==> config.mk <==
export PLATFORM = sky130hd
export DESIGN_NAME = nibble_swap_xor_dir_decode
export DESIGN_NICKNAME = d
export VERILOG_FILES = /design/src/nsx_pkg.sv /design/src/nibble_swap_xor_dir_decode.sv
export SDC_FILE = /design/constraint.sdc
export NUM_CORES = 1
export LEC_CHECK = 0
export ABC_AREA = 1
export BUFFER_PORTS_ARGS = -buffer_cell sky130_fd_sc_hd__buf_4
export CAP_MARGIN = 20
export CORE_MARGIN = 5
export CORE_UTILIZATION = 40
export DETAILED_ROUTE_END_ITERATION = 8
export GPL_TIMING_DRIVEN = 1
export PLACE_DENSITY = 0.55
export SETUP_SLACK_MARGIN = 0.05
export SLEW_MARGIN = 5
export SYNTH_ARGS = -nofsm -noshare
export SYNTH_HDL_FRONTEND = slang
export SYNTH_SLANG_ARGS = --single-unit
export TNS_END_PERCENT = 50
==> constraint.sdc <==
create_clock -name ref_clk_i -period 1.75 [get_ports ref_clk_i]
set_input_delay 0.2625 -clock ref_clk_i [delete_from_list [all_inputs] [get_ports ref_clk_i]]
set_output_delay 0.2625 -clock ref_clk_i [all_outputs]
set_load 0.1 [all_outputs]
==> src/nsx_pkg.sv <==
// Package: opcode patterns, field positions and reset values for the four-operation decoder
package nsx_pkg;
    // ***************************************
    // Instruction word layout
    // ***************************************
    localparam int INSTR_W = 12;
    localparam int DATA_W = 8;
    localparam int FADDR_W = 5;
    localparam int DEST_BIT = 5;
    localparam int DIR_SEL_W = 3;

    // ***************************************
    // Opcode patterns
    // ***************************************
    localparam logic [5:0] NIBBLE_EXCHANGE_TOP = 6'h0e;  // 0011 10
    localparam logic [5:0] REGISTER_XOR_TOP = 6'h06;     // 0001 10
    localparam logic [3:0] LITERAL_XOR_TOP = 4'hf;       // 1111
    localparam logic [8:0] DIRECTION_LOAD_TOP = 9'h000;  // 0000 0000 0
    localparam logic [2:0] DIR_SEL_SECOND_PORT = 3'h6;
    localparam logic [2:0] DIR_SEL_SEVEN = 3'h7;

    // ***************************************
    // Reset values
    // ***************************************
    localparam logic [7:0] W_RESET = 8'h00;
    localparam logic [7:0] DIR_RESET = 8'hff;
    localparam logic [7:0] FILE_RESET = 8'h00;
    localparam int FILE_DEPTH = 32;

    typedef enum logic [2:0] {
        OP_NONE = 3'b000,
        OP_NIBBLE_EXCHANGE = 3'b001,
        OP_REGISTER_XOR = 3'b011,
        OP_LITERAL_XOR = 3'b010,
        OP_DIRECTION_LOAD = 3'b110
    } op_t;
endpackage

==> src/nibble_swap_xor_dir_decode.sv <==
// Decode and single-cycle execution of nibble exchange, literal and register XOR, direction load
`timescale 1ns/1ps

module nibble_swap_xor_dir_decode #(
    parameter int DEPTH = nsx_pkg::FILE_DEPTH
) (
    // Clock and reset
    input wire logic ref_clk_i,
    input wire logic rstn_i,
    // Instruction stream, one word per instruction cycle
    input wire logic instr_valid_i,
    input wire logic [11:0] instr_i,
    // Architectural state seen by the rest of the core
    output logic [7:0] w_o,
    output logic zero_o,
    output logic [7:0] second_port_dir_o,
    output logic [7:0] aux_dir_o,
    output logic [7:0] file_data_o,
    output logic [4:0] file_addr_o,
    output logic file_we_o,
    output logic illegal_o
);

    // ***************************************
    // State
    // ***************************************
    typedef struct packed {
        logic [7:0] w;
        logic zero;
        logic [7:0] dir6;
        logic [7:0] dir7;
        logic [7:0] fdata;
        logic [4:0] faddr;
        logic fwe;
        logic illegal;
    } state_t;

    state_t s_q;
    state_t s_d;
    logic [7:0] file_q [DEPTH];
    logic [DEPTH-1:0] entry_we;

    nsx_pkg::op_t op;
    logic [4:0] faddr;
    logic dest;
    logic [2:0] dir_sel;
    logic [7:0] lit_byte;
    logic [7:0] fval;
    logic [7:0] res;
    logic [7:0] swap_res;
    logic [7:0] lxor_res;
    logic [7:0] rxor_res;
    logic lxor_zero;
    logic rxor_zero;
    logic sel_second_port;
    logic sel_aux;
    logic hit_literal_xor;
    logic hit_nibble_exchange;
    logic hit_register_xor;
    logic hit_direction_load;

    // ***************************************
    // Operand fields
    // ***************************************
    assign faddr = instr_i[nsx_pkg::FADDR_W-1:0];
    assign dest = instr_i[nsx_pkg::DEST_BIT];
    assign dir_sel = instr_i[nsx_pkg::DIR_SEL_W-1:0];
    assign lit_byte = instr_i[nsx_pkg::DATA_W-1:0];
    // Combinational read so a write-back is seen by the very next word
    assign fval = file_q[faddr];

    // ***************************************
    // Opcode matches
    // ***************************************
    assign hit_literal_xor = (instr_i[11:8] == nsx_pkg::LITERAL_XOR_TOP);
    assign hit_nibble_exchange = (instr_i[11:6] == nsx_pkg::NIBBLE_EXCHANGE_TOP);
    assign hit_register_xor = (instr_i[11:6] == nsx_pkg::REGISTER_XOR_TOP);
    assign hit_direction_load = (instr_i[11:3] == nsx_pkg::DIRECTION_LOAD_TOP);

    // ***************************************
    // Operation results
    // ***************************************
    assign swap_res = {fval[3:0], fval[7:4]};
    assign lxor_res = s_q.w ^ lit_byte;
    assign rxor_res = s_q.w ^ fval;
    assign lxor_zero = (lxor_res == 8'h00);
    assign rxor_zero = (rxor_res == 8'h00);

    // ***************************************
    // Direction selectors
    // ***************************************
    // Selector 6 is the second port, 7 the auxiliary register
    assign sel_second_port = (dir_sel == nsx_pkg::DIR_SEL_SECOND_PORT);
    assign sel_aux = (dir_sel == nsx_pkg::DIR_SEL_SEVEN);

    // ***************************************
    // Decode
    // ***************************************
    always_comb begin
        op = nsx_pkg::OP_NONE;
        // Patterns never overlap; the order only matters if the table grows
        if (hit_literal_xor) begin
            op = nsx_pkg::OP_LITERAL_XOR;
        end else if (hit_nibble_exchange) begin
            op = nsx_pkg::OP_NIBBLE_EXCHANGE;
        end else if (hit_register_xor) begin
            op = nsx_pkg::OP_REGISTER_XOR;
        end else if (hit_direction_load) begin
            op = nsx_pkg::OP_DIRECTION_LOAD;
        end
    end

    // ***************************************
    // Execute, all in one cycle
    // ***************************************
    always_comb begin
        s_d = s_q;
        // Pulses drop unless this word raises them again
        s_d.fwe = 1'b0;
        s_d.illegal = 1'b0;
        res = 8'h00;
        if (instr_valid_i) begin
            case (op)
                nsx_pkg::OP_NIBBLE_EXCHANGE: begin
                    res = swap_res;
                    if (dest) begin
                        s_d.fwe = 1'b1;
                        s_d.faddr = faddr;
                        s_d.fdata = res;
                    end else begin
                        s_d.w = res;
                    end
                end
                nsx_pkg::OP_REGISTER_XOR: begin
                    res = rxor_res;
                    s_d.zero = rxor_zero;
                    if (dest) begin
                        s_d.fwe = 1'b1;
                        s_d.faddr = faddr;
                        s_d.fdata = res;
                    end else begin
                        s_d.w = res;
                    end
                end
                nsx_pkg::OP_LITERAL_XOR: begin
                    res = lxor_res;
                    s_d.w = res;
                    s_d.zero = lxor_zero;
                end
                nsx_pkg::OP_DIRECTION_LOAD: begin
                    // Other selectors are not direction registers here; flagged, nothing changes
                    if (sel_second_port) begin
                        s_d.dir6 = s_q.w;
                    end else if (sel_aux) begin
                        s_d.dir7 = s_q.w;
                    end else begin
                        s_d.illegal = 1'b1;
                    end
                end
                default: begin
                    // Rest of the instruction set lives elsewhere
                end
            endcase
        end
    end

    // ***************************************
    // Registers
    // ***************************************
    // Everything but the file lives in one struct so reset and update stay in step
    always_ff @(posedge ref_clk_i or negedge rstn_i) begin
        if (!rstn_i) begin
            s_q.w <= nsx_pkg::W_RESET;
            s_q.zero <= 1'b0;
            s_q.dir6 <= nsx_pkg::DIR_RESET;
            s_q.dir7 <= nsx_pkg::DIR_RESET;
            s_q.fdata <= nsx_pkg::FILE_RESET;
            s_q.faddr <= 5'h00;
            s_q.fwe <= 1'b0;
            s_q.illegal <= 1'b0;
        end else begin
            s_q <= s_d;
        end
    end

    // ***************************************
    // File registers
    // ***************************************
    // Cleared at reset: every write-back reads its own cell first, so an unset cell could never become known
    generate
        for (genvar i = 0; i < DEPTH; i++) begin : g_file
            assign entry_we[i] = instr_valid_i && s_d.fwe && (faddr == 5'(i));
            always_ff @(posedge ref_clk_i or negedge rstn_i) begin
                if (!rstn_i) begin
                    file_q[i] <= nsx_pkg::FILE_RESET;
                end else if (entry_we[i]) begin
                    file_q[i] <= res;
                end
            end
        end
    endgenerate

    // ***************************************
    // Outputs
    // ***************************************
    // Every output leaves straight from a register
    assign w_o = s_q.w;
    assign zero_o = s_q.zero;
    assign second_port_dir_o = s_q.dir6;
    assign aux_dir_o = s_q.dir7;
    assign file_data_o = s_q.fdata;
    assign file_addr_o = s_q.faddr;
    assign file_we_o = s_q.fwe;
    assign illegal_o = s_q.illegal;

endmodule // nibble_swap_xor_dir_decode

# ---- Word level (Yosys, flattened, before mapping)
# Index checks and enable logic that the tools add are counted.
dict set report word_totals {
  regBits 296
  out_inout_bits 40
  wordCells 154
}
dict set report op_classes {
  order_cmp 1
  eq_ne 44
  n_mux 20
  bitwise_logic 4
  n_reduce_logical 45
}
# cell n
set op_table {}
lappend op_table {{$eq 5x5->1 const B} 16}
lappend op_table {{$pmux 8 s3} 2}
lappend op_table {{$bmux 8 s5} 1}
lappend op_table {{$eq 5x4->1 const B} 8}
lappend op_table {{$mux 8} 5}
lappend op_table {{$logic_and 1x1->1} 33}
lappend op_table {{$mux 14} 2}
lappend op_table {{$pmux 14 s2} 1}
lappend op_table {{$eq 5x3->1 const B} 4}
lappend op_table {{$logic_not 8->1} 2}
lappend op_table {{$xor 8x8->8} 2}
lappend op_table {{$mux 3} 4}
lappend op_table {{$reduce_and 4->1} 3}
lappend op_table {{$eq 5x2->1 const B} 2}
lappend op_table {{$eq 3x3->1 const B} 3}
lappend op_table {{$logic_not 9->1} 1}
lappend op_table {{$ne 2x2->1 const B} 4}
lappend op_table {{$eq 3x2->1 const B} 2}
lappend op_table {{$eq 6x3->1 const B} 1}
lappend op_table {{$eq 6x4->1 const B} 1}
lappend op_table {{$ge 6x6->1 const B} 1}
lappend op_table {{$not 5->6} 1}
lappend op_table {{$eq 5x1->1 const B} 1}
lappend op_table {{$logic_not 5->1} 1}
lappend op_table {{10 further kinds} 13}

# ---- Longest topological paths before layout
dict set report depth {
  ltp_word 10
  depth_mapped 20
}

# ---- Least setup slack after synthesis
# Ideal clock, no wire load.
dict set report synth_path {
  kind {register to register}
  startpoint {reg s_q, in the netlist w_o[1]}
  endpoint {reg s_q, in the netlist zero_o}
  setup_ps 78
  arrival_time_ps 1875
  required_ps 1672
  path_slack_ps -203
  stages_incl_launch_ff 8
  synth_period_minus_slack_ps 1953
  path_cell_list {dfrtp_1 -> xnor2_1 -> inv_1 -> nor4_1 -> nand3_1 -> o31ai_1 -> inv_1 -> a21oi_1}
}
dict set report synth_via {
  elab_chain_len 3
  word_cells_on_any_way 5
  cone_classes {mux: 1; bitwise: 2; reduce/logical: 2}
}
# item line_no
set synth_rtl {}
lappend synth_rtl {{from (decl)} nibble_swap_xor_dir_decode.sv:38} ;# state_t s_q;
lappend synth_rtl {{$xor 8x8->8 (on tied branches)} {nibble_swap_xor_dir_decode.sv:84, nibble_swap_xor_dir_decode.sv:85}}
lappend synth_rtl {{$logic_not 8->1 (on tied branches)} {nibble_swap_xor_dir_decode.sv:86, nibble_swap_xor_dir_decode.sv:87}}
lappend synth_rtl {{$pmux 1 s2 *} nibble_swap_xor_dir_decode.sv:123} ;# case (op)
# Every way passes the cells marked *; elsewhere a longest branch is shown, timed or not.
# A chain may end at the register's enable or synchronous reset.

# ---- Worst setup path after layout
dict set report layout_path {
  startpoint {reg file_q[126] (netlist bit)}
  endpoint {reg file_q[214] (netlist bit)}
}
dict set report layout_via {
  elab_chain_len 6
}
# item line_no
set layout_rtl {}
lappend layout_rtl {{from (decl)} nibble_swap_xor_dir_decode.sv:40} ;# logic [7:0] file_q [DEPTH];
lappend layout_rtl {{from (signal, indexed assignment)} nibble_swap_xor_dir_decode.sv:195} ;# file_q[i] <= nsx_pkg::FILE_RESET;
lappend layout_rtl {{from (signal, indexed assignment)} nibble_swap_xor_dir_decode.sv:197} ;# file_q[i] <= res;
lappend layout_rtl {{$bmux 8 s5} nibble_swap_xor_dir_decode.sv:70} ;# assign fval = file_q[faddr];
lappend layout_rtl {{$mux 8 (not written as such) (2 in a row)} nibble_swap_xor_dir_decode.sv:70}
lappend layout_rtl {{$xor 8x8->8} nibble_swap_xor_dir_decode.sv:85} ;# assign rxor_res = s_q.w ^ fval;
lappend layout_rtl {{$pmux 8 s3} nibble_swap_xor_dir_decode.sv:123}
lappend layout_rtl {{$mux 8} nibble_swap_xor_dir_decode.sv:122} ;# if (instr_valid_i) begin
# Every way passes these cells. The select of a mux whose other input is x is not followed.

==> summary.md <==
| Metric | Value |
|---|---|
| Critical Path Fanout Max | `5` |
| Reg2Reg Depth | `18` |
| Initial antenna violation count | `0` |
| Layout cells sized above 1 | `28.2%` |
| Fmax achieved | `487 MHz` |
| TritonCTS Buffers | `35` |
| Core Box Area | `0.0378 mm^2` |
| Worst setup EP type | `register` |
| Clk slew on worst S/H paths | `0.06 ns` |
| Mux contribution to synthesized area | `0%` |
| Crit Path Class | `register to register` |
| Ys async rst share | `100%` |
| Pre-CTS setup slack | `-0.863 ns` |
| Post-Synth Simple-Gate Area | `40.4%` |
| Register area share after synthesis | `48.3%` |
| Worst-skew pair later-pin latency | `0.55 ns` |
| Via count | `14952` |
| Gate count after technology mapping | `2067` |
| Net Count, Synth | `2082` |
| Pre-antenna DRT Iters | `5` |
| Worst-case clock buffer depth | `3` |
| CTS tree | `built` |
| GRT Total Usage | `25.9%` |
| Largest net degree at the start of global routing | `257` |
| Cell variety after synth | `39` |
| Slew HR | `11.5%` |
| DPL Wire Length | `36100 um` |
| Final core utilization | `55.4%` |
| Antenna cell count | `0` |
| RD Place Congestion | `0.907` |
| Total gr overflow | `0` |
| DRC viols | `0` |
| RSZ-0062 raised after global routing | `yes` |
| Syn. warnings | `0` |
| Top FF cell, synth | `dfrtp_1` |
| IO buf count | `54` |
| Slew Limit Fails | `0` |
| Post-synth EDFFs | `0` |
| Total clock sinks | `296` |
| Area fraction in compound gates after synthesis | `3.90%` |
| Tmin final | `2.05 ns` |
| Most common cell after layout, fill and taps aside | `nand2_1` |
| Combinational family with the most area after synthesis | `simple AND/OR/NAND/NOR gates` |
| Row cnt | `71` |
| Avg WL per Cell | `19.0 um` |
| Root Driver | `clkbuf_16` |
| WHS Path Cells | `5` |
| First DRT Iteration DRCs | `1426` |
| CP required | `2.18 ns` |
| Adder-cell share of the synthesized area | `0%` |
| Mean Syn Cell Area | `7.44 um^2` |
| Leak | `11.2 nW` |
| Starting Density | `40.6%` |
| First-pass GRT wire length | `85500 um` |
| Violated checks | `setup timing` |
| RR Endpoint | `file_q[214]` |
| Area Overhead vs Synth | `36.3%` |
| Post-Synth XOR/XNOR Area | `0.456%` |
| Final hold vios | `0` |
| Die width | `206 um` |
| Worst path arrival time | `2.48 ns` |
| Fin worst setup slack | `-0.302 ns` |
| Most frequent cells in the layout | `nand2_1 (922), buf_4 (292), dfrtp_1 (272)` |
| R2r setup slk | `-0.30 ns` |
| Hold_ws | `0.152 ns` |
| Worst-Margin Slew | `1.33 ns` |
| Hold Path End | `w_o[3]` |
| Io pins | `55` |
| Routed vias/inst | `5.14` |
| Synth Register Bits | `296` |
| Die height | `206 um` |
| Synthesized area | `0.0154 mm^2` |
| Hold path start | `instr_i[5]` |
| Status | `finished with violations` |
| Fin crit share | `117%` |
| Final ANT Viol Nets | `0` |
| Net count, final | `2388` |
| Hold crit path type | `input pin to register` |
| Vias in the first global route | `14454` |
| Pwr dens | `861 mW/mm^2` |
| Peak supply drop | `0.000529 V` |
| Startpoint Class | `register` |
| Worst Clk Skew | `0.0201 ns` |
| FF-to-FF Start | `file_q[126]` |
| Fill count | `3547` |
| H-tree lvl count | `2` |
| Tot Pwr | `0.0180 W` |
| DIE AREA | `0.0425 mm^2` |
| Drt total wl | `55300 um` |
| Final setup violation count | `268` |
| Max-cap viol count | `0` |
## power breakdown
group,internal (W),leakage (nW),switching (W)
Clock,0.00486,0.606,0.00304
Sequential,0.00699,3.91,0.000152
Combinational,0.000896,6.71,0.00210
## worst max-delay path by stage
stage / startpoint / end / slack, ns / cells past startpoint
after floorplan: instr_i[10] / file_q[182] / -0.10 / 14
after global placement: instr_i[1] / file_q[98] / -0.86 / 19
after detailed placement: instr_i[1] / file_q[98] / -0.86 / 19
after CTS: file_q[198] / file_q[118] / -0.30 / 18
after global routing: file_q[23] / w_o[3] / -0.43 / 15
final: file_q[126] / file_q[214] / -0.30 / 18
## Yosys cell counts, drive strengths merged, types with 2 or more instances
cell	n	share of area (%)
o21ai	63	2.1
nor3	2	0.065
nor2	127	5.2
o21a	8	0.39
o22ai	3	0.12
dfstp	16	2.7
nand2	995	24
nand3	296	9.8
xor2	4	0.23
dfrtp	280	46
xnor2	4	0.23
o211ai	6	0.29
inv	113	2.8
buf	78	3.6
clkbuf	22	0.54
nand4	15	0.61
a21oi	26	0.85
or2	3	0.12
## final cells by class
class | instances | area [um^2] | area share, %
Inverter | 114 | 492 | 2.35
Multi-Input combinational cell | 1557 | 7510 | 35.8
Tap cell | 511 | 639 | 3.05
Sequential cell | 296 | 7440 | 35.5
Timing Repair Buffer | 369 | 3650 | 17.4
Clock buffer | 50 | 1030 | 4.94
Clock inverter | 13 | 200 | 0.955
## sequential cells by signal, indices dropped and copies added, names as in the netlist
signal	flops
file_q	256
w_o	8
file_we_o	1
zero_o	1
file_data_o	8
file_addr_o	5
illegal_o	1
second_port_dir_o	8
aux_dir_o	8
## logic make-up (layout without fill, tap and decap cells)
group | count (synthesis) | after routing
flip-flops | 296 | 296
AO/OA/AOI/OAI | 109 | 109
buffers and inverters | 214 | 546
XOR/XNOR | 8 | 8
AND/OR/NAND/NOR | 1440 | 1440
## critical path, cell delays in order (launching register included)
cell and delay [ns]:
dfrtp_1 0.39, nand2_1 0.08, nand2_1 0.07, nand2_1 0.06
nand2_1 0.07, nand2_2 0.08, nand2_4 0.08, nor2_4 0.13
nand2_4 0.09, nand2_4 0.09, nand2_4 0.06, nand3_4 0.08
nand2_4 0.06, inv_4 0.08, nand2_8 0.09, buf_12 0.16
buf_16 0.14, nand3_1 0.06, nand2_1 0.07
## through the flow
stage	TNS [ns]	cells	instance area [um^2]
3_3_place_gp	-194.10	2800	18600
6_report	-52.81	2910	21000
4_1_cts	-48.53	2897	20500
5_1_grt	-84.05	2910	21000
2_1_floorplan	-8.45	2067	15600
3_5_place_dp	-199.09	2800	18600
## layer usage
metal  up-vias  GRT usage, %  wire length [um]
met5         -             0                 0
met2       501          39.3             24600
met3       113          4.00              3410
met1      7197          37.9             25200
li1       7141             -                 -
met4         0          8.53              2010
## repair_timing
| action | 4_1_cts | 5_1_grt |
|---|---|---|
| endpoints found under the setup margin | 273 | 273 |
| pin swaps | 46 | 85 |
| buffers inserted | 25 | 14 |
| cloned | 8 | 5 |
| endpoints found under the hold margin | 38 | 0 |
| gates resized for setup | 98 | 98 |
| hold buffers | 1 | 0 |
(Power assumes the default switching activity.)
